File: src/bfsi_regs.svh
/*
 * Constants of the boot flash sequencer: flash opcodes, address map,
 * configuration page layout and power-up timing.
 * Assumes a 25 MHz system clock and a serial NOR flash that accepts the
 * standard single-bit command set.
 */
`ifndef BFSI_REGS_SVH
`define BFSI_REGS_SVH

// flash opcodes
`define BFSI_OP_WREN      8'h06
`define BFSI_OP_RDSR      8'h05
`define BFSI_OP_READ      8'h03
`define BFSI_OP_QREAD     8'h6B
`define BFSI_OP_ERASE4K   8'h20
`define BFSI_OP_ERASE64K  8'hD8
`define BFSI_OP_PROG      8'h02
`define BFSI_BYTE_IDLE    8'h00

// address map
`define BFSI_OS_TOP          24'h35E000
`define BFSI_FLASH_MIN_BYTES 32'h0040_0000
`define BFSI_FLASH_MAX_BYTES 32'h0100_0000
`define BFSI_CFG_ADDR        24'h001000
`define BFSI_CFG_QUAD_BIT    0
`define BFSI_WIP_BIT         0

// frame layout: opcode plus three address bytes, one dummy for quad read
`define BFSI_HDR_LAST     9'h003
`define BFSI_QHDR_LAST    9'h004
`define BFSI_POLL_LAST    9'h1FF
`define BFSI_BITS_SINGLE  3'h7
`define BFSI_BITS_QUAD    3'h1

// timing
`define BFSI_CLK_HZ          25000000
`define BFSI_POR_HOLD_MS     110
`define BFSI_POR_HOLD_CYCLES (`BFSI_POR_HOLD_MS * (`BFSI_CLK_HZ / 1000))
`define BFSI_SLEEP_HZ        32768
`define BFSI_PWRUP_EDGES     2'h2

`endif

File: src/bfsi_pkg.sv
/*
 * Types of the boot flash sequencer: sequencer states and user commands.
 * Assumes bfsi_regs.svh for the numeric constants.
 */
package bfsi_pkg;

	typedef enum logic [6:0] {
		ST_POR  = 7'h01,
		ST_BOOT = 7'h02,
		ST_IDLE = 7'h04,
		ST_WREN = 7'h08,
		ST_XFER = 7'h10,
		ST_POLL = 7'h20,
		ST_GAP  = 7'h40
	} bfsi_state_t;

	typedef enum logic [1:0] {
		CMD_READ     = 2'h0,
		CMD_ERASE4K  = 2'h1,
		CMD_ERASE64K = 2'h2,
		CMD_PROG     = 2'h3
	} bfsi_cmd_t;

endpackage : bfsi_pkg

File: src/bfsi_sync.sv
/*
 * Two flip-flop synchroniser for a bundle of independent levels.
 * Assumes each bit is a slow level or a clock sampled well above its rate.
 */
module bfsi_sync #(
	parameter int unsigned W = 1
) (
	// clock and reset
	input  wire logic         clk,
	input  wire logic         srst,
	// levels
	input  wire logic [W-1:0] async_in,
	output logic      [W-1:0] sync_out
);

	logic [W-1:0] meta_reg;

	generate
		if (W < 1) begin : g_chk
			$error("bfsi_sync: W must be at least 1");
		end
	endgenerate

	always_ff @(posedge clk) begin
		if (srst) begin
			meta_reg <= '0;
			sync_out <= '0;
		end else begin
			meta_reg <= async_in;
			sync_out <= meta_reg;
		end
	end

endmodule : bfsi_sync

File: src/bfsi_flash_seq.sv
/*
 * Boot flash sequencer: power-on hold, single-bit boot read of the
 * configuration page, then read, erase and page-program commands to an
 * external serial NOR flash in SPI mode 0.
 * Assumes flash pins, supply-good levels, the sleep input and the sleep
 * clock arrive asynchronously; user command ports are on clk.
 */
`include "bfsi_regs.svh"

module bfsi_flash_seq import bfsi_pkg::*; #(
	parameter int unsigned FLASH_BYTES     = `BFSI_FLASH_MAX_BYTES,
	parameter int unsigned CLK_DIV         = 2,
	parameter int unsigned POR_HOLD_CYCLES = `BFSI_POR_HOLD_CYCLES
) (
	// clock and reset
	input  wire logic        clk,
	input  wire logic        srst,
	// power and sleep pins
	input  wire logic        core_supply_ok,
	input  wire logic        io_supply_ok,
	input  wire logic        module_sleep_n,
	input  wire logic        sleep_clock,
	// device status
	output logic             dev_reset,
	output logic             boot_done,
	output logic             quad_mode,
	output logic             sleep_tick,
	// user command port
	input  wire logic        cmd_valid,
	input  wire logic [1:0]  cmd_op,
	input  wire logic [23:0] cmd_addr,
	input  wire logic [7:0]  cmd_len,
	output logic             cmd_ready,
	output logic             cmd_done,
	output logic             cmd_err,
	// program data and read data
	input  wire logic [7:0]  wr_data,
	output logic             wr_take,
	output logic             rd_valid,
	output logic [7:0]       rd_data,
	// flash pins
	output logic             flash_sclk,
	output logic             flash_sclk_oe,
	output logic             flash_cs_n,
	output logic             flash_cs_n_oe,
	output logic [3:0]       flash_io_out,
	output logic [3:0]       flash_io_oe,
	input  wire logic [3:0]  flash_io_in
);

	generate
		if (CLK_DIV < 2 || CLK_DIV > 255) begin : g_div
			$error("bfsi_flash_seq: CLK_DIV must be 2..255");
		end
		if (FLASH_BYTES < `BFSI_FLASH_MIN_BYTES ||
		    FLASH_BYTES > `BFSI_FLASH_MAX_BYTES) begin : g_size
			$error("bfsi_flash_seq: FLASH_BYTES out of range");
		end
		if (POR_HOLD_CYCLES < 1 ||
		    POR_HOLD_CYCLES > `BFSI_POR_HOLD_CYCLES) begin : g_por
			$error("bfsi_flash_seq: POR_HOLD_CYCLES out of range");
		end
	endgenerate

	localparam logic [7:0]  DIV_LAST = 8'(CLK_DIV - 1);
	localparam logic [21:0] POR_LAST = 22'(POR_HOLD_CYCLES - 1);
	localparam logic [24:0] SIZE_LIM = 25'(FLASH_BYTES);

	logic       core_s, io_s, sleep_n_s, slc_s;
	logic [3:0] io_in_s;

	bfsi_sync #(
		.W (8)
	) u_sync (
		.clk      (clk),
		.srst     (srst),
		.async_in ({core_supply_ok, io_supply_ok, module_sleep_n,
		            sleep_clock, flash_io_in}),
		.sync_out ({core_s, io_s, sleep_n_s, slc_s, io_in_s})
	);

	bfsi_state_t state_reg, state_next, ret_reg, ret_next;
	bfsi_cmd_t   kind_reg, kind_next;
	logic [7:0]  div_reg, div_next, op_reg, op_next, sh_reg, sh_next;
	logic [7:0]  len_reg, len_next, rd_data_next;
	logic [2:0]  bit_reg, bit_next;
	logic [8:0]  idx_reg, idx_next, last_reg, last_next;
	logic [23:0] addr_reg, addr_next;
	logic [21:0] por_reg, por_next;
	logic [1:0]  edges_reg, edges_next;
	logic        slc_d_reg, sclk_next, cs_n_next, cs_oe_next;
	logic [3:0]  io_out_next, io_oe_next;
	logic        quad_next, rst_next, boot_next, ready_next, done_next;
	logic        err_next, take_next, rdv_next, tick_next;
	logic        tick, slc_rise, quad_ph, byte_end, start;
	logic [7:0]  rx, start_op, tx;
	logic [8:0]  nidx;

	assign tick     = (div_reg == DIV_LAST);
	assign slc_rise = slc_s & ~slc_d_reg;

	always_comb begin
		state_next   = state_reg;
		ret_next     = ret_reg;
		kind_next    = kind_reg;
		div_next     = tick ? 8'h00 : div_reg + 8'h01;
		op_next      = op_reg;
		sh_next      = sh_reg;
		len_next     = len_reg;
		bit_next     = bit_reg;
		idx_next     = idx_reg;
		last_next    = last_reg;
		addr_next    = addr_reg;
		por_next     = por_reg;
		edges_next   = edges_reg;
		sclk_next    = flash_sclk;
		cs_n_next    = flash_cs_n;
		quad_next    = quad_mode;
		rst_next     = dev_reset;
		boot_next    = boot_done;
		done_next    = 1'b0;
		err_next     = 1'b0;
		take_next    = 1'b0;
		rdv_next     = 1'b0;
		rd_data_next = rd_data;
		start        = 1'b0;
		start_op     = `BFSI_BYTE_IDLE;
		tx           = `BFSI_BYTE_IDLE;
		nidx         = idx_reg + 9'h001;
		tick_next    = slc_rise;
		quad_ph      = quad_mode && state_reg == ST_XFER &&
		               kind_reg == CMD_READ && idx_reg > `BFSI_QHDR_LAST;
		rx           = quad_ph ? {sh_reg[3:0], io_in_s} :
		                         {sh_reg[6:0], io_in_s[1]};
		byte_end     = 1'b0;

		// next byte to send: opcode, then address MSB first
		case (nidx)
			9'h001:  tx = addr_reg[23:16];
			9'h002:  tx = addr_reg[15:8];
			9'h003:  tx = addr_reg[7:0];
			default: tx = (state_reg == ST_XFER && kind_reg == CMD_PROG) ?
			              wr_data : `BFSI_BYTE_IDLE;
		endcase

		// bit engine: rise lets flash sample, fall samples and shifts
		if (tick && !flash_cs_n && state_reg != ST_GAP) begin
			sclk_next = ~flash_sclk;
			if (flash_sclk) begin
				sh_next  = rx;
				bit_next = bit_reg - 3'h1;
				byte_end = (bit_reg == 3'h0);
			end
		end

		case (state_reg)
			ST_POR: begin
				rst_next = 1'b1;
				if (!(core_s && io_s)) begin
					por_next   = 22'h0;
					edges_next = 2'h0;
				end else begin
					if (slc_rise && edges_reg != `BFSI_PWRUP_EDGES)
						edges_next = edges_reg + 2'h1;
					if (por_reg != POR_LAST)
						por_next = por_reg + 22'h1;
					else if (edges_reg == `BFSI_PWRUP_EDGES && tick) begin
						rst_next   = 1'b0;
						addr_next  = `BFSI_CFG_ADDR;
						last_next  = `BFSI_QHDR_LAST;
						start      = 1'b1;
						start_op   = `BFSI_OP_READ;
						state_next = ST_BOOT;
					end
				end
			end
			ST_BOOT: begin
				if (byte_end && idx_reg == `BFSI_QHDR_LAST)
					quad_next = rx[`BFSI_CFG_QUAD_BIT];
			end
			ST_IDLE: begin
				if (cmd_valid && cmd_ready) begin
					kind_next = bfsi_cmd_t'(cmd_op);
					addr_next = cmd_addr;
					len_next  = cmd_len;
					if ({1'b0, cmd_addr} >= SIZE_LIM)
						err_next = 1'b1;
					else if (cmd_op != CMD_READ && cmd_addr < `BFSI_OS_TOP)
						err_next = 1'b1;
					else if (cmd_op == CMD_READ) begin
						start      = 1'b1;
						state_next = ST_XFER;
						if (quad_mode) begin
							start_op  = `BFSI_OP_QREAD;
							last_next = `BFSI_QHDR_LAST + {1'b0, cmd_len} + 9'h001;
						end else begin
							start_op  = `BFSI_OP_READ;
							last_next = `BFSI_HDR_LAST + {1'b0, cmd_len} + 9'h001;
						end
					end else begin
						start      = 1'b1;
						start_op   = `BFSI_OP_WREN;
						last_next  = 9'h000;
						state_next = ST_WREN;
					end
				end
			end
			ST_XFER: begin
				if (byte_end && kind_reg == CMD_READ &&
				    idx_reg > (quad_mode ? `BFSI_QHDR_LAST : `BFSI_HDR_LAST)) begin
					rdv_next     = 1'b1;
					rd_data_next = rx;
				end
			end
			ST_GAP: begin
				if (tick) begin
					case (ret_reg)
						ST_BOOT: begin
							boot_next  = 1'b1;
							state_next = ST_IDLE;
						end
						ST_WREN: begin
							start      = 1'b1;
							state_next = ST_XFER;
							case (kind_reg)
								CMD_ERASE4K: start_op = `BFSI_OP_ERASE4K;
								CMD_ERASE64K: start_op = `BFSI_OP_ERASE64K;
								default: start_op = `BFSI_OP_PROG;
							endcase
							last_next = (kind_reg == CMD_PROG) ?
							            `BFSI_HDR_LAST + {1'b0, len_reg} + 9'h001 :
							            `BFSI_HDR_LAST;
						end
						ST_XFER: begin
							if (kind_reg == CMD_READ) begin
								done_next  = 1'b1;
								state_next = ST_IDLE;
							end else begin
								start      = 1'b1;
								start_op   = `BFSI_OP_RDSR;
								last_next  = `BFSI_POLL_LAST;
								state_next = ST_POLL;
							end
						end
						default: begin
							done_next  = 1'b1;
							state_next = ST_IDLE;
						end
					endcase
				end
			end
			default: ;
		endcase

		// byte boundary: end frame or load next byte
		if (byte_end) begin
			if ((idx_reg == last_reg && state_reg != ST_POLL) ||
			    (state_reg == ST_POLL && idx_reg != 9'h000 &&
			     !rx[`BFSI_WIP_BIT])) begin
				cs_n_next  = 1'b1;
				ret_next   = state_reg;
				state_next = ST_GAP;
			end else begin
				idx_next = nidx;
				sh_next  = tx;
				take_next = (state_reg == ST_XFER && kind_reg == CMD_PROG &&
				             nidx > `BFSI_HDR_LAST);
				bit_next = (quad_mode && state_reg == ST_XFER &&
				            kind_reg == CMD_READ && nidx > `BFSI_QHDR_LAST) ?
				           `BFSI_BITS_QUAD : `BFSI_BITS_SINGLE;
			end
		end

		if (start) begin
			op_next   = start_op;
			sh_next   = start_op;
			idx_next  = 9'h000;
			bit_next  = `BFSI_BITS_SINGLE;
			sclk_next = 1'b0;
			cs_n_next = 1'b0;
		end

		// single-bit after reset, release pins while asleep
		if (!sleep_n_s) begin
			state_next = ST_POR;
			cs_n_next  = 1'b1;
			sclk_next  = 1'b0;
			quad_next  = 1'b0;
			rst_next   = 1'b1;
			boot_next  = 1'b0;
			por_next   = 22'h0;
			edges_next = 2'h0;
		end

		// io0 carries data, io2/io3 held high as WP/HOLD in single phases
		io_out_next = {2'b11, 1'b0, sh_next[7]};
		io_oe_next  = (sleep_n_s && !(quad_mode && state_next == ST_XFER &&
		              kind_next == CMD_READ && idx_next > `BFSI_QHDR_LAST)) ?
		              4'hD : 4'h0;
		cs_oe_next  = sleep_n_s;
		ready_next  = (state_next == ST_IDLE) && !start;
	end

	always_ff @(posedge clk) begin
		if (srst) begin
			state_reg     <= ST_POR;
			ret_reg       <= ST_POR;
			kind_reg      <= CMD_READ;
			div_reg       <= 8'h00;
			op_reg        <= `BFSI_BYTE_IDLE;
			sh_reg        <= `BFSI_BYTE_IDLE;
			len_reg       <= 8'h00;
			bit_reg       <= `BFSI_BITS_SINGLE;
			idx_reg       <= 9'h000;
			last_reg      <= 9'h000;
			addr_reg      <= 24'h000000;
			por_reg       <= 22'h0;
			edges_reg     <= 2'h0;
			slc_d_reg     <= 1'b0;
			flash_sclk    <= 1'b0;
			flash_sclk_oe <= 1'b0;
			flash_cs_n    <= 1'b1;
			flash_cs_n_oe <= 1'b0;
			flash_io_out  <= 4'h0;
			flash_io_oe   <= 4'h0;
			quad_mode     <= 1'b0;
			dev_reset     <= 1'b1;
			boot_done     <= 1'b0;
			cmd_ready     <= 1'b0;
			cmd_done      <= 1'b0;
			cmd_err       <= 1'b0;
			wr_take       <= 1'b0;
			rd_valid      <= 1'b0;
			rd_data       <= 8'h00;
			sleep_tick    <= 1'b0;
		end else begin
			state_reg     <= state_next;
			ret_reg       <= ret_next;
			kind_reg      <= kind_next;
			div_reg       <= div_next;
			op_reg        <= op_next;
			sh_reg        <= sh_next;
			len_reg       <= len_next;
			bit_reg       <= bit_next;
			idx_reg       <= idx_next;
			last_reg      <= last_next;
			addr_reg      <= addr_next;
			por_reg       <= por_next;
			edges_reg     <= edges_next;
			slc_d_reg     <= slc_s;
			flash_sclk    <= sclk_next;
			flash_sclk_oe <= cs_oe_next;
			flash_cs_n    <= cs_n_next;
			flash_cs_n_oe <= cs_oe_next;
			flash_io_out  <= io_out_next;
			flash_io_oe   <= io_oe_next;
			quad_mode     <= quad_next;
			dev_reset     <= rst_next;
			boot_done     <= boot_next;
			cmd_ready     <= ready_next;
			cmd_done      <= done_next;
			cmd_err       <= err_next;
			wr_take       <= take_next;
			rd_valid      <= rdv_next;
			rd_data       <= rd_data_next;
			sleep_tick    <= tick_next;
		end
	end

endmodule : bfsi_flash_seq

File: config.mk
export PLATFORM = sky130hd
export DESIGN_NAME = bfsi_flash_seq
export DESIGN_NICKNAME = d
export VERILOG_FILES = /design/src/bfsi_pkg.sv /design/src/bfsi_sync.sv /design/src/bfsi_flash_seq.sv
export VERILOG_INCLUDE_DIRS = /design/src
export SDC_FILE = /design/constraint.sdc
export NUM_CORES = 1
export LEC_CHECK = 0
export BUFFER_PORTS_ARGS = -buffer_cell sky130_fd_sc_hd__buf_2
export CAP_MARGIN = 25
export CORE_AREA = 2 2 112 168
export CTS_CLUSTER_SIZE = 25
export DETAILED_ROUTE_END_ITERATION = 10
export DIE_AREA = 0 0 114 170
export PLACE_DENSITY = 0.57
export SLEW_MARGIN = 5
export SYNTH_ARGS = -nofsm -noshare
export SYNTH_HDL_FRONTEND = slang
export SYNTH_HIERARCHICAL = 1
export SYNTH_SLANG_ARGS = --single-unit
File: constraint.sdc
create_clock -name clk -period 5.28 [get_ports clk]
set_clock_uncertainty 0.2 [all_clocks]
set_input_delay 0.264 -clock clk [delete_from_list [all_inputs] [get_ports clk]]
set_output_delay 0.264 -clock clk [all_outputs]
set_load 0.01 [all_outputs]
After elaboration in Yosys (flattened, before gate mapping) --
Cells that the tools add are included. W data, S select, Z words.
Operators by class: add/sub/neg operators 11, magnitude comparators 6, equal/unequal tests 35, multiplexer cells 88, bitwise gates (word level) 10, reduce and logical (&&, ||, !) cells 58
Operator list (count):
- $mux W9 | 13
- $mux W24 | 4
- $mux W8 | 11
- $mux W7 | 10
- $pmux W24 S2 | 1
- $pmux W8 S3 | 2
- $mux W22 | 2
- $add A9 B1 Y9 const B | 4
- $pmux W8 S2 | 2
- $gt A9 B3 Y1 const B | 3
- $pmux W9 S3 | 1
- $logic_and A1 B1 Y1 | 24
- $lt A24 B22 Y1 const B | 1
- $add A22 B1 Y22 const B | 1
- $ne A22 B22 Y1 const B | 1
- $eq A7 B5 Y1 const B | 3
- $mux W3 | 7
- $pmux W7 S3 | 1
- $add A2 B8 Y9 const A | 2
- $eq A9 B2 Y1 const B | 2
- $mux W1 | 18
- $pmux W9 S2 | 1
- $eq A7 B2 Y1 const B | 2
- $eq A7 B3 Y1 const B | 2
- 44 further kinds | 90
Word-level totals: bits in registers 154, output and inout bits 29, logic and storage cells 239

Depth between registers and ports, before layout --
Gate-level depths: netlist (run 1).
depth after elaboration 18, gate-level depth with buffers 12

Hierarchy --
Netlist (run 1), hierarchy kept.
Modules (own cells, without submodules):
- bfsi_flash_seq | times used 1, cells an instance 865, area an instance 7091.8 um^2, sequential area each 2642.5 um^2
- bfsi_sync | times used 1, cells an instance 33, area an instance 464.2 um^2, sequential area each 320.3 um^2

Worst setup path before layout (run 1) --
No wires, ideal clock.
path type reg2reg, start reg quad_mode, end reg rd_data[7], setup time 0.128 ns, data arrival time 2.181 ns, required time 4.952 ns, path slack 2.771 ns, cell stages (with the launch flop) 11, buffers on the path 2, cell sequence dfxtp_1 buf_1 inv_1 ha_1 o21a_1 o21ai_0 and2_1 or3_1 clkbuf_1 mux2i_1 nor2_1
On the way: word-level cells in the longest chain between the ends 4
RTL lines:
- from (decl) | RTL line bfsi_flash_seq.sv:26 | output logic quad_mode,
- from (signal assigned) | RTL line bfsi_flash_seq.sv:357 | quad_mode <= quad_next;
- $mux W3 (no source line) / $logic_and A1 B1 Y1 (equally long branches)
- $gt A9 B3 Y1 / $logic_and A1 B1 Y1 (equally long branches) | RTL line bfsi_flash_seq.sv:210, bfsi_flash_seq.sv:131
- $logic_and A1 B1 Y1, on equally long branches
- $reduce_and A2 Y1 (no source line) / $mux W8 (equally long branches)
- to (signal assigned) | RTL line bfsi_flash_seq.sv:365 | rd_data <= rd_data_next;
- to (decl) | RTL line bfsi_flash_seq.sv:40 | output logic [7:0] rd_data,
Several ways; a longest one is shown, not always the timed one. A chain may end at the register's enable or synchronous reset.

Worst setup path in the final report (run 1) --
start reg state_reg[3], end reg sh_reg[6]
On the way: word-level cells in the longest chain between the ends 11
RTL lines:
- from (decl) | RTL line bfsi_flash_seq.sv:82 | bfsi_state_t state_reg, state_next, ret_reg, ret_next;
- from (signal assigned) | RTL line bfsi_flash_seq.sv:337 | state_reg <= state_next;
- $eq A7 B5 Y1 | RTL line bfsi_flash_seq.sv:131, bfsi_flash_seq.sv:142
- $logic_and A1 B1 Y1 (2 in a row) | RTL line bfsi_flash_seq.sv:131 | quad_ph = quad_mode && state_reg == ST_XFER &&
- $logic_and A1 B1 Y1 (no source line)
- $mux W8 | RTL line bfsi_flash_seq.sv:133 | rx = quad_ph ? {sh_reg[3:0], io_in_s} :
- $logic_not A1 Y1 | RTL line bfsi_flash_seq.sv:259 | !rx[`BFSI_WIP_BIT])) begin
- $logic_and A1 B1 Y1 | RTL line bfsi_flash_seq.sv:258 | (state_reg == ST_POLL && idx_reg != 9'h000 &&
- $logic_or A1 B1 Y1 | RTL line bfsi_flash_seq.sv:257 | if ((idx_reg == last_reg && state_reg != ST_POLL) ||
- $mux W8 | RTL line bfsi_flash_seq.sv:257
- $mux W8 | RTL line bfsi_flash_seq.sv:256 | if (byte_end) begin
- $mux W8 (*) | RTL line bfsi_flash_seq.sv:274 | if (start) begin
- to (signal assigned) | RTL line bfsi_flash_seq.sv:311 | sh_reg <= `BFSI_BYTE_IDLE;
- to (signal assigned) | RTL line bfsi_flash_seq.sv:342 | sh_reg <= sh_next;
- to (decl) | RTL line bfsi_flash_seq.sv:84 | logic [7:0] div_reg, div_next, op_reg, op_next, sh_reg, sh_next;
Every way passes the cells marked *; elsewhere a longest branch is shown, timed or not.

==> results of run 1 <==
==> worst max-delay path, cell delays in order, from the launching register on <==
cell and delay [ns]:
sky130_fd_sc_hd__dfxtp_1 0.37, sky130_fd_sc_hd__nor3_1 0.78, sky130_fd_sc_hd__nand4_1 0.80, sky130_fd_sc_hd__nor4_4 0.60, sky130_fd_sc_hd__a41oi_4 0.10, sky130_fd_sc_hd__nand4_1 0.63, sky130_fd_sc_hd__o21bai_1 0.21, sky130_fd_sc_hd__o21bai_1 0.08
==> cells in the mapped netlist, drive strengths merged, types with 22 or more instances <==
master / n / share of area
ha: 22 / 0.036
buf: 33 / 0.026
nand2: 81 / 0.040
dfxtp: 148 / 0.39
clkbuf: 26 / 0.013
a21oi: 62 / 0.042
nand3: 34 / 0.024
xor2: 39 / 0.045
o21ai: 26 / 0.017
nor2: 146 / 0.073
mux2i: 26 / 0.034
inv: 24 / 0.012
==> worst max-delay path by stage <==
| stage | from | end | slack (ns) | cells past startpoint |
|---|---|---|---|---|
| final | state_reg[3]$_SDFF_PP0_ | sh_reg[6]$_SDFF_PP0_ | 1.39 | 7 |
| after global routing | state_reg[3]$_SDFF_PP0_ | sh_reg[6]$_SDFF_PP0_ | 1.09 | 7 |
| after CTS | state_reg[3]$_SDFF_PP0_ | sh_reg[6]$_SDFF_PP0_ | 1.37 | 7 |
| after detailed placement | state_reg[3]$_SDFF_PP0_ | sh_reg[6]$_SDFF_PP0_ | 1.38 | 7 |
| after global placement | state_reg[3]$_SDFF_PP0_ | sh_reg[3]$_SDFF_PP0_ | 1.51 | 7 |
| after floorplan | quad_mode$_SDFFE_PP0P_ | rd_data[7]$_SDFFE_PP0P_ | 2.77 | 10 |
==> where the power goes <==
part	leakage [nW]	internal [W]	switching, W
clock	0.284	0.000718	0.000506
sequential	1.20	0.00113	0.00000733
combinational	1.93	0.0000523	0.0000574
total	3.42	0.00190	0.000570
==> cell type report <==
type,instances,area [µm²]
Fill cell,1751,8887
Multi-Input combinational cell,668,4229
Sequential cell,148,2963
Timing Repair Buffer,122,835.8
Clock buffer,20,446.7
Tap cell,217,271.5
Clock inverter,12,143.9
Inverter,24,90.09
==> placed cells by master, fill, tap and decap left out, drive strengths merged, types with 3 or more instances in the layout <==
cell type | Yosys | routed
dfxtp | 148 | 148
nor3 | 21 | 21
nor2 | 146 | 146
and2 | 9 | 9
a21o | 3 | 3
o21bai | 5 | 5
nand2 | 81 | 81
inv | 24 | 29
xor2 | 39 | 39
xnor2 | 21 | 21
mux2i | 26 | 26
a21oi | 62 | 62
nor2b | 20 | 20
ha | 22 | 22
nand3 | 34 | 34
o21a | 5 | 5
dlygate4sd3 | 0 | 39
nand2b | 5 | 5
a222oi | 8 | 8
nor4 | 11 | 11
and2b | 6 | 6
nand4 | 21 | 21
clkinv | 0 | 3
and4 | 4 | 4
buf | 33 | 83
and3 | 10 | 10
or3 | 10 | 10
clkbuf | 26 | 20
mux2 | 8 | 8
o32ai | 6 | 6
a211oi | 13 | 13
nor4b | 5 | 5
o22ai | 7 | 7
o21ai | 26 | 26
==> metrics by stage <==
stage	std cells	setup slack (ns)	hold slack, ns
after floorplan	899	2.771	0.1929
after global placement	1139	1.507	0.2083
after global routing	1211	1.088	0.02971
after detailed placement	1140	1.382	0.2163
after CTS	1211	1.374	0.00004641
final	1211	1.394	0.004957
==> what timing repair did <==
action                                 CTS  global route
setup endpoints to repair                0             0
hold buffers                            39             0
setup buffers                            0             0
endpoints found under the hold margin   40             0
==> layer usage <==
| metal | track usage | vias up |
|---|---|---|
| met4 | 0.08112 | 0 |
| met1 | 0.2384 | 3127 |
| met5 | 0 | - |
| met3 | 0.04024 | 35 |
| li1 | - | 3273 |
| met2 | 0.4110 | 152 |
==> cells by family after synthesis <==
logic type | synth area share
mux | 0.04637
compound gates | 0.1378
buf+inv | 0.05083
fa+ha+maj | 0.03643
xor+xnor | 0.06955
other cells | 0.0004963
flops | 0.3921
simple gates | 0.2664
==> results summary, run 1 <==
The worst-case IR drop observed on VDD is 168.9 µV. Using the TritonRoute via totals, the vias-per-cell ratio works out to 5.439. The top routing layer in use is met4.

The reported leakage power came out at 3.415 nW. The worst hold path begins at cmd_addr[1]. The sink count of the clock tree is 148. In this run the core area contains 60 standard-cell rows.

The worst hold path terminates at addr_reg[1]$_SDFFE_PP0P_. The clock period minus worst slack is 3.886 ns. The power density over the cells is 274.7 mW/mm². The root buffer cell chosen for the clock tree is sky130_fd_sc_hd__clkbuf_16. At the end of the flow the core is filled with cells to 0.5026. Setup repair after global routing left no endpoint under its margin. The number of nets in the final layout came out at 1,056. Entering global routing, the biggest net connects 85 pins. The via count of the first global-routing pass is approximately 6,500.

Summed over all failing endpoints, the final setup total negative slack is 0 ns. The estimated wirelength of the detail-placed design is around 15,000 µm. The count of flip-flops with a built-in enable after synthesis is 0. Static timing analysis puts the maximum clock frequency at 257.4 MHz.

The total iterations of the first detailed-routing run came out at 5. The peak fanout along the critical path is 20. The final weighted congestion in routability-driven placement is ~0.85. STA classifies the critical path startpoint as a flip-flop. The number of resized instances in the post-cts repair step came out at 0. In this run the critical register-to-register path is launched from state_reg[3]$_SDFF_PP0_. The detailed-routed wire length on met2 is 11,150 µm. The final-report max-slew violation count came out at 0. The ratio of cells with drive above 1 in the final layout is 0.1630. Once placement finished, the instance area stood at 0.007999 mm². The finished layout cell area is about 0.009 mm². The min-delay analysis places its worst path in the category input port to flip-flop. In this run the horizontal extent of the chip is ~110 µm.

The total CTS buffers is 17. The clock-pin slew reported for the worst setup and hold paths after clock tree synthesis is 0.06 ns. The number of buffers on the longest clock path came out at 2. The sequential fraction of the synthesis area came out at 0.3921. The global routing usage summed across all routing layers is 0.2179. Once detail routing completed, the nets flagged for antenna violations numbered 0. The sum of routed wire length over all layers came out at 20,380 µm.

The overall overflow remaining after global route came out at 0. The number of design-rule violations left by the first detailed-router iteration is approximately 360. The cell count after synthesis came out at 898. The worst setup path is captured at a flip-flop. The signed area change from the synthesized netlist to the final layout came out at 18.84%. The core box area came out at 0.01787 mm². After detailed routing, the average wire length per cell comes to 16.83 µm. The slack of the worst reg-to-reg path is 1.39 ns. The number of distinct standard cells referenced by the synthesized netlist came out at 76.

The pin slew with the least headroom to its limit came out at 0.9696 ns. Data on the critical path is required at its endpoint by around 5.4 ns. The wire length of the first global-routing pass came out at 33,060 µm. 82 I/O pins were placed. The synthesized area is 0.007556 mm². The Yosys step of the flow raised 6 warnings. For this run, asynchronously set or reset flops after synthesis account for 0.

The worst slew slack as a fraction of its limit came out at 0.3536. The initial antenna violation count is 0. The endpoint identified for the worst register-to-register timing path is sh_reg[6]$_SDFF_PP0_. The final number of hold-violating endpoints is 0.

After synthesis, the mean cell area works out to 8.414 µm². The overall power came out at between 0.002 and 0.0025 W. The number of flip-flops under the largest register name came out at 24. The run finished with clean final reports. The clock latency on the worst-skew pair is 0.44 ns. The residual DRC count came out at 0. Wire segments on met3 add up to 700 µm in the final route.

The total of flip-flops plus latches after synthesis came out at 148. The clock tree from TritonCTS is yes. The number of buffers added on ports came out at 79.

The routed metal-1 wire length is 8052 µm. Dividing the final minimum period by the clock period gives 0.7359. The predominant post-synthesis flop cell is sky130_fd_sc_hd__dfxtp_1.

The effective utilization at floorplan is 0.4229. The arrival time at the worst endpoint is 4.01 ns. The count of maximum capacitance violations came out at 0. The die footprint is between 0.015 and 0.02 mm². The length in cells of the worst reg-to-reg path came out at 7. The die is 170 µm tall. The antenna diode count is 0.

The count of vias placed by the detailed router is roughly 6,600. The worst hold path passes through 5 cells. The total setup violations reported at the end of the flow is 0. The category of the critical setup timing path is flip-flop to flip-flop.

The depth of the CTS H-tree is 4.
(Power assumes the default switching activity.)
==> run 2, diff against run 1 <==
--- a/config.mk
+++ b/config.mk
@@ -12,7 +12,7 @@
 export CTS_CLUSTER_SIZE = 25
 export DETAILED_ROUTE_END_ITERATION = 10
 export DIE_AREA = 0 0 114 170
-export PLACE_DENSITY = 0.57
+export PLACE_DENSITY = 0.59
 export SLEW_MARGIN = 5
 export SYNTH_ARGS = -nofsm -noshare
 export SYNTH_HDL_FRONTEND = slang
==> constraint.sdc (replaced) <==
create_clock -name clk -period 3.3 [get_ports clk]
set_clock_uncertainty 0.2 [all_clocks]
set_input_delay 0.165 -clock clk [delete_from_list [all_inputs] [get_ports clk]]
set_output_delay 0.165 -clock clk [all_outputs]
set_load 0.01 [all_outputs]
==> run 2 against run 1 <==
Against the previous run:
- register-to-register slack worse by 1.1 ns
- die area unchanged
- sequential share of layout area down 0.72 points
- worst setup slack worse by 1.1 ns
- via count up 0.12%
- wire length down 0.55%
- worst hold slack better by 0.18 ns
==> results summary, run 2 (synthesis gave the netlist of run 1 again) <==
The leading cell type in the layout, fill and taps excluded is sky130_fd_sc_hd__dfxtp_1 (unchanged). The met2 demand-to-capacity share in global routing was 0.4048 (was 0.4110). Outcome: complete, no violations (unchanged).

The number of placed instances, taps included was 1,153 (was 1,140). The residual DRC count is 0 (unchanged). The startpoint of the lowest-slack register-to-register path is idx_reg[1]$_SDFF_PP0_ (was state_reg[3]$_SDFF_PP0_). The depth of the CTS H-tree is 4 (unchanged).

The category of the critical setup timing path is flip-flop to flip-flop (unchanged). The total iterations of the first detailed-routing run came out at 6 (was 5). The pin slew with the least headroom to its limit came to 0.9546 ns (was 0.9696 ns).

The number of stages on the worst hold path came out at 6 (was 5). The endpoint of the worst hold-timing path is flash_io_oe[2]$_SDFF_PP0_ (was addr_reg[1]$_SDFFE_PP0P_). The effective utilization at floorplan came out at 0.4229 (unchanged). The total setup violations reported at the end of the flow was 0 (unchanged).

The worst-path cell with the longest stage delay is sky130_fd_sc_hd__dfxtp_1 (was sky130_fd_sc_hd__nand4_1). The final worst-path cycle share came out at 0.9193 (was 0.7359). The core box area came out at 0.01787 mm² (unchanged).

The startpoint of the lowest-slack hold path is cmd_valid (was cmd_addr[1]). The antenna diode count came out at 0 (unchanged). The worst-case vdd ir drop came out at 252.0 µV (was 168.9 µV). The final weighted congestion in routability-driven placement is 0.9217 (was 0.8511). The die width is 114 µm (unchanged). The vias per cell came to 5.336 (was 5.439).

The number of nets in the final layout is 1,081 (was 1,056). Setup repair after global routing missed its margin: no (unchanged). The reported leakage power is 3.528 nW (was 3.415 nW). The number of buffers on the longest clock path came to 2 (unchanged).

The number of design-rule violations left by the first detailed-router iteration is 322 (was 355). The via count of the first global-routing pass came out at 6,668 (was 6,490). The clock tree from TritonCTS is yes (unchanged). The worst slew slack as a fraction of its limit came out at 0.3636 (was 0.3536). The final-report max-slew violation count is 0 (unchanged). The number of inserted filler cells in the final layout came out at 1,664 (was 1,751). The summed negative setup slack over all endpoints came to 0 ns (unchanged). The number of top-level pins is 82 (unchanged). The highest clock rate came out at 329.6 MHz (was 257.4 MHz). The global routing met1 resource utilization is 0.2377 (was 0.2384).

The wire length of the first global-routing pass came out at 33,340 µm (was 33,060 µm). The startpoint type of the worst setup path is a flip-flop (unchanged). The vertical extent of the die was 170 µm (unchanged). The clock-pin slew reported for the worst setup and hold paths after clock tree synthesis is 0.07 ns (was 0.06 ns). The global routing usage on met3 came out at 0.04095 (was 0.04024). The destination of the worst register-to-register timing path was sh_reg[5]$_SDFF_PP0_ (was sh_reg[6]$_SDFF_PP0_). The pin count of the biggest net entering global routing came to 85 (unchanged).

The global routing usage summed across all routing layers came out at 0.2172 (was 0.2179). The layer carrying the most global-route usage is met2 (unchanged). The sum of routed wire length over all layers came to 20,260 µm (was 20,380 µm). The clock root buffer is sky130_fd_sc_hd__clkbuf_16 (unchanged). The required arrival time at the worst endpoint came out at 3.44 ns (was 5.41 ns). Cells along the critical path: ha_1, nand3_1, nor2_1, a32oi_1, or3_1, o21ai_1, a21oi_1, o32ai_1 (was nor3_1, nand4_1, nor4_4, a41oi_4, nand4_1, o21bai_1, o21bai_1). The ratio of cells with drive above 1 in the final layout is 0.1737 (was 0.1630).

The routed length per instance is 16.39 µm (was 16.83 µm). The number of buffers added on ports came to 79 (unchanged). The clock latency on the worst-skew pair is 0.43 ns (was 0.44 ns). The estimated wirelength of the detail-placed design was 14,540 µm (was 14,820 µm).

The total CTS buffers came out at 17 (unchanged). The initial antenna violation count is 0 (unchanged). The number of resized instances in the post-cts repair step was 0 (unchanged). Leading cell types in the layout, fill and taps excluded: 148 x sky130_fd_sc_hd__dfxtp_1, 146 x sky130_fd_sc_hd__nor2_1, 81 x sky130_fd_sc_hd__nand2_1 (unchanged). The signed area change from the synthesized netlist to the final layout came out at 21.49% (was 18.84%). The slack of the worst reg-to-reg path came out at 0.27 ns (was 1.39 ns). The die footprint is 0.01938 mm² (unchanged). The largest stage delay on the critical path came out at 0.62 ns (was 0.80 ns). The count of vias placed by the detailed router is 6,595 (was 6,587). The sink count of the clock tree was 148 (unchanged).

The number of buffers added for setup after CTS came to 0 (unchanged). The clock period minus worst slack is 3.034 ns (was 3.886 ns). The row count came out at 60 (unchanged). The count of placed standard cells in the final layout, fillers left out is 1,236 (was 1,211). The class of the tightest hold or removal check is input port to flip-flop (unchanged). The number of flip-flops under the largest register name came out at 24 (unchanged). The smallest hold slack is 0.1878 ns (was 0.004957 ns). The count of maximum capacitance violations is 0 (unchanged). The peak fanout along the critical path is 11 (was 20). The length in cells of the worst reg-to-reg path is 8 (was 7). The category of the worst setup path capture point is a flip-flop (unchanged). The power density over the cells came out at 428.1 mW/mm² (was 274.7 mW/mm²). The arrival time at the worst endpoint was 3.17 ns (was 4.01 ns). The final number of hold-violating endpoints is 0 (unchanged). The residual antenna-violating net count after detailed routing came to 0 (unchanged).

The overall overflow remaining after global route came out at 0 (unchanged).
==> run 2: cell count changes in the layout (fill, tap and decap cells not counted), sizes merged <==
cell / delta
buf: +13
bufinv: -1
clkbuf: -3
clkinv: +4
clkinvlp: -2
dlygate4sd3: +12
inv: +2
==> run 2: stage by stage <==
step | utilization | power (W) | area, µm² | setup WS (ns)
2_1_floorplan | - | 0.001932 | 7560 | 0.7913
3_3_place_gp | 0.4520 | 0.001993 | 8077 | 0.4117
3_5_place_dp | 0.4520 | 0.001993 | 8077 | 0.3589
4_1_cts | 0.5138 | 0.003970 | 9180 | 0.3339
5_1_grt | 0.5138 | 0.004066 | 9180 | 0.1066
6_report | 0.5138 | 0.003930 | 9180 | 0.2664
==> run 2: repair_timing <==
| action | CTS | global route |
|---|---|---|
| hold buffers | 51 | 0 |
| endpoints found under the hold margin | 53 | 0 |
| setup endpoints to repair | 0 | 0 |
==> run 2: where the power goes <==
group	internal (W)	switching (W)
sequential	0.00180	0.0000115
combinational	0.0000938	0.0000935
clock	0.00107	0.000855
total	0.00297	0.000960
==> run 2: routing by layer <==
metal  vias up  share of wire
met4         0          0.024
li1       3329              -
met2       135           0.54
met1      3096           0.40
met5         -              0
met3        35          0.031
==> run 2: cell type report <==
cell class                      count  area [µm²]  area share
Multi-Input combinational cell    668        4229      0.4607
Sequential cell                   148        2963      0.3227
Timing Repair Buffer              147        1033      0.1126
Clock buffer                       17       425.4     0.04634
Tap cell                          217       271.5     0.02958
Clock inverter                     15       167.7     0.01826
Inverter                           24       90.09    0.009813
==> run 2: worst max-delay path by stage <==
stage | startpoint | to | slack, ns | depth (start not counted)
after global routing | idx_reg[1]$_SDFF_PP0_ | sh_reg[5]$_SDFF_PP0_ | 0.11 | 8
after floorplan | quad_mode$_SDFFE_PP0P_ | rd_data[7]$_SDFFE_PP0P_ | 0.79 | 10
after global placement | idx_reg[1]$_SDFF_PP0_ | sh_reg[1]$_SDFF_PP0_ | 0.41 | 8
final | idx_reg[1]$_SDFF_PP0_ | sh_reg[5]$_SDFF_PP0_ | 0.27 | 8
after detailed placement | idx_reg[1]$_SDFF_PP0_ | sh_reg[5]$_SDFF_PP0_ | 0.36 | 8
after CTS | idx_reg[1]$_SDFF_PP0_ | sh_reg[5]$_SDFF_PP0_ | 0.33 | 8
==> run 2: worst max-delay path, delay by kind of cell, from the launching register on <==
family | cells | cell delay, ns
AOI/OAI and AO/OA | 4 | 0.71
and+or+nand+nor | 3 | 1.08
adders and majority gates | 1 | 0.34
DFF | 1 | 0.62
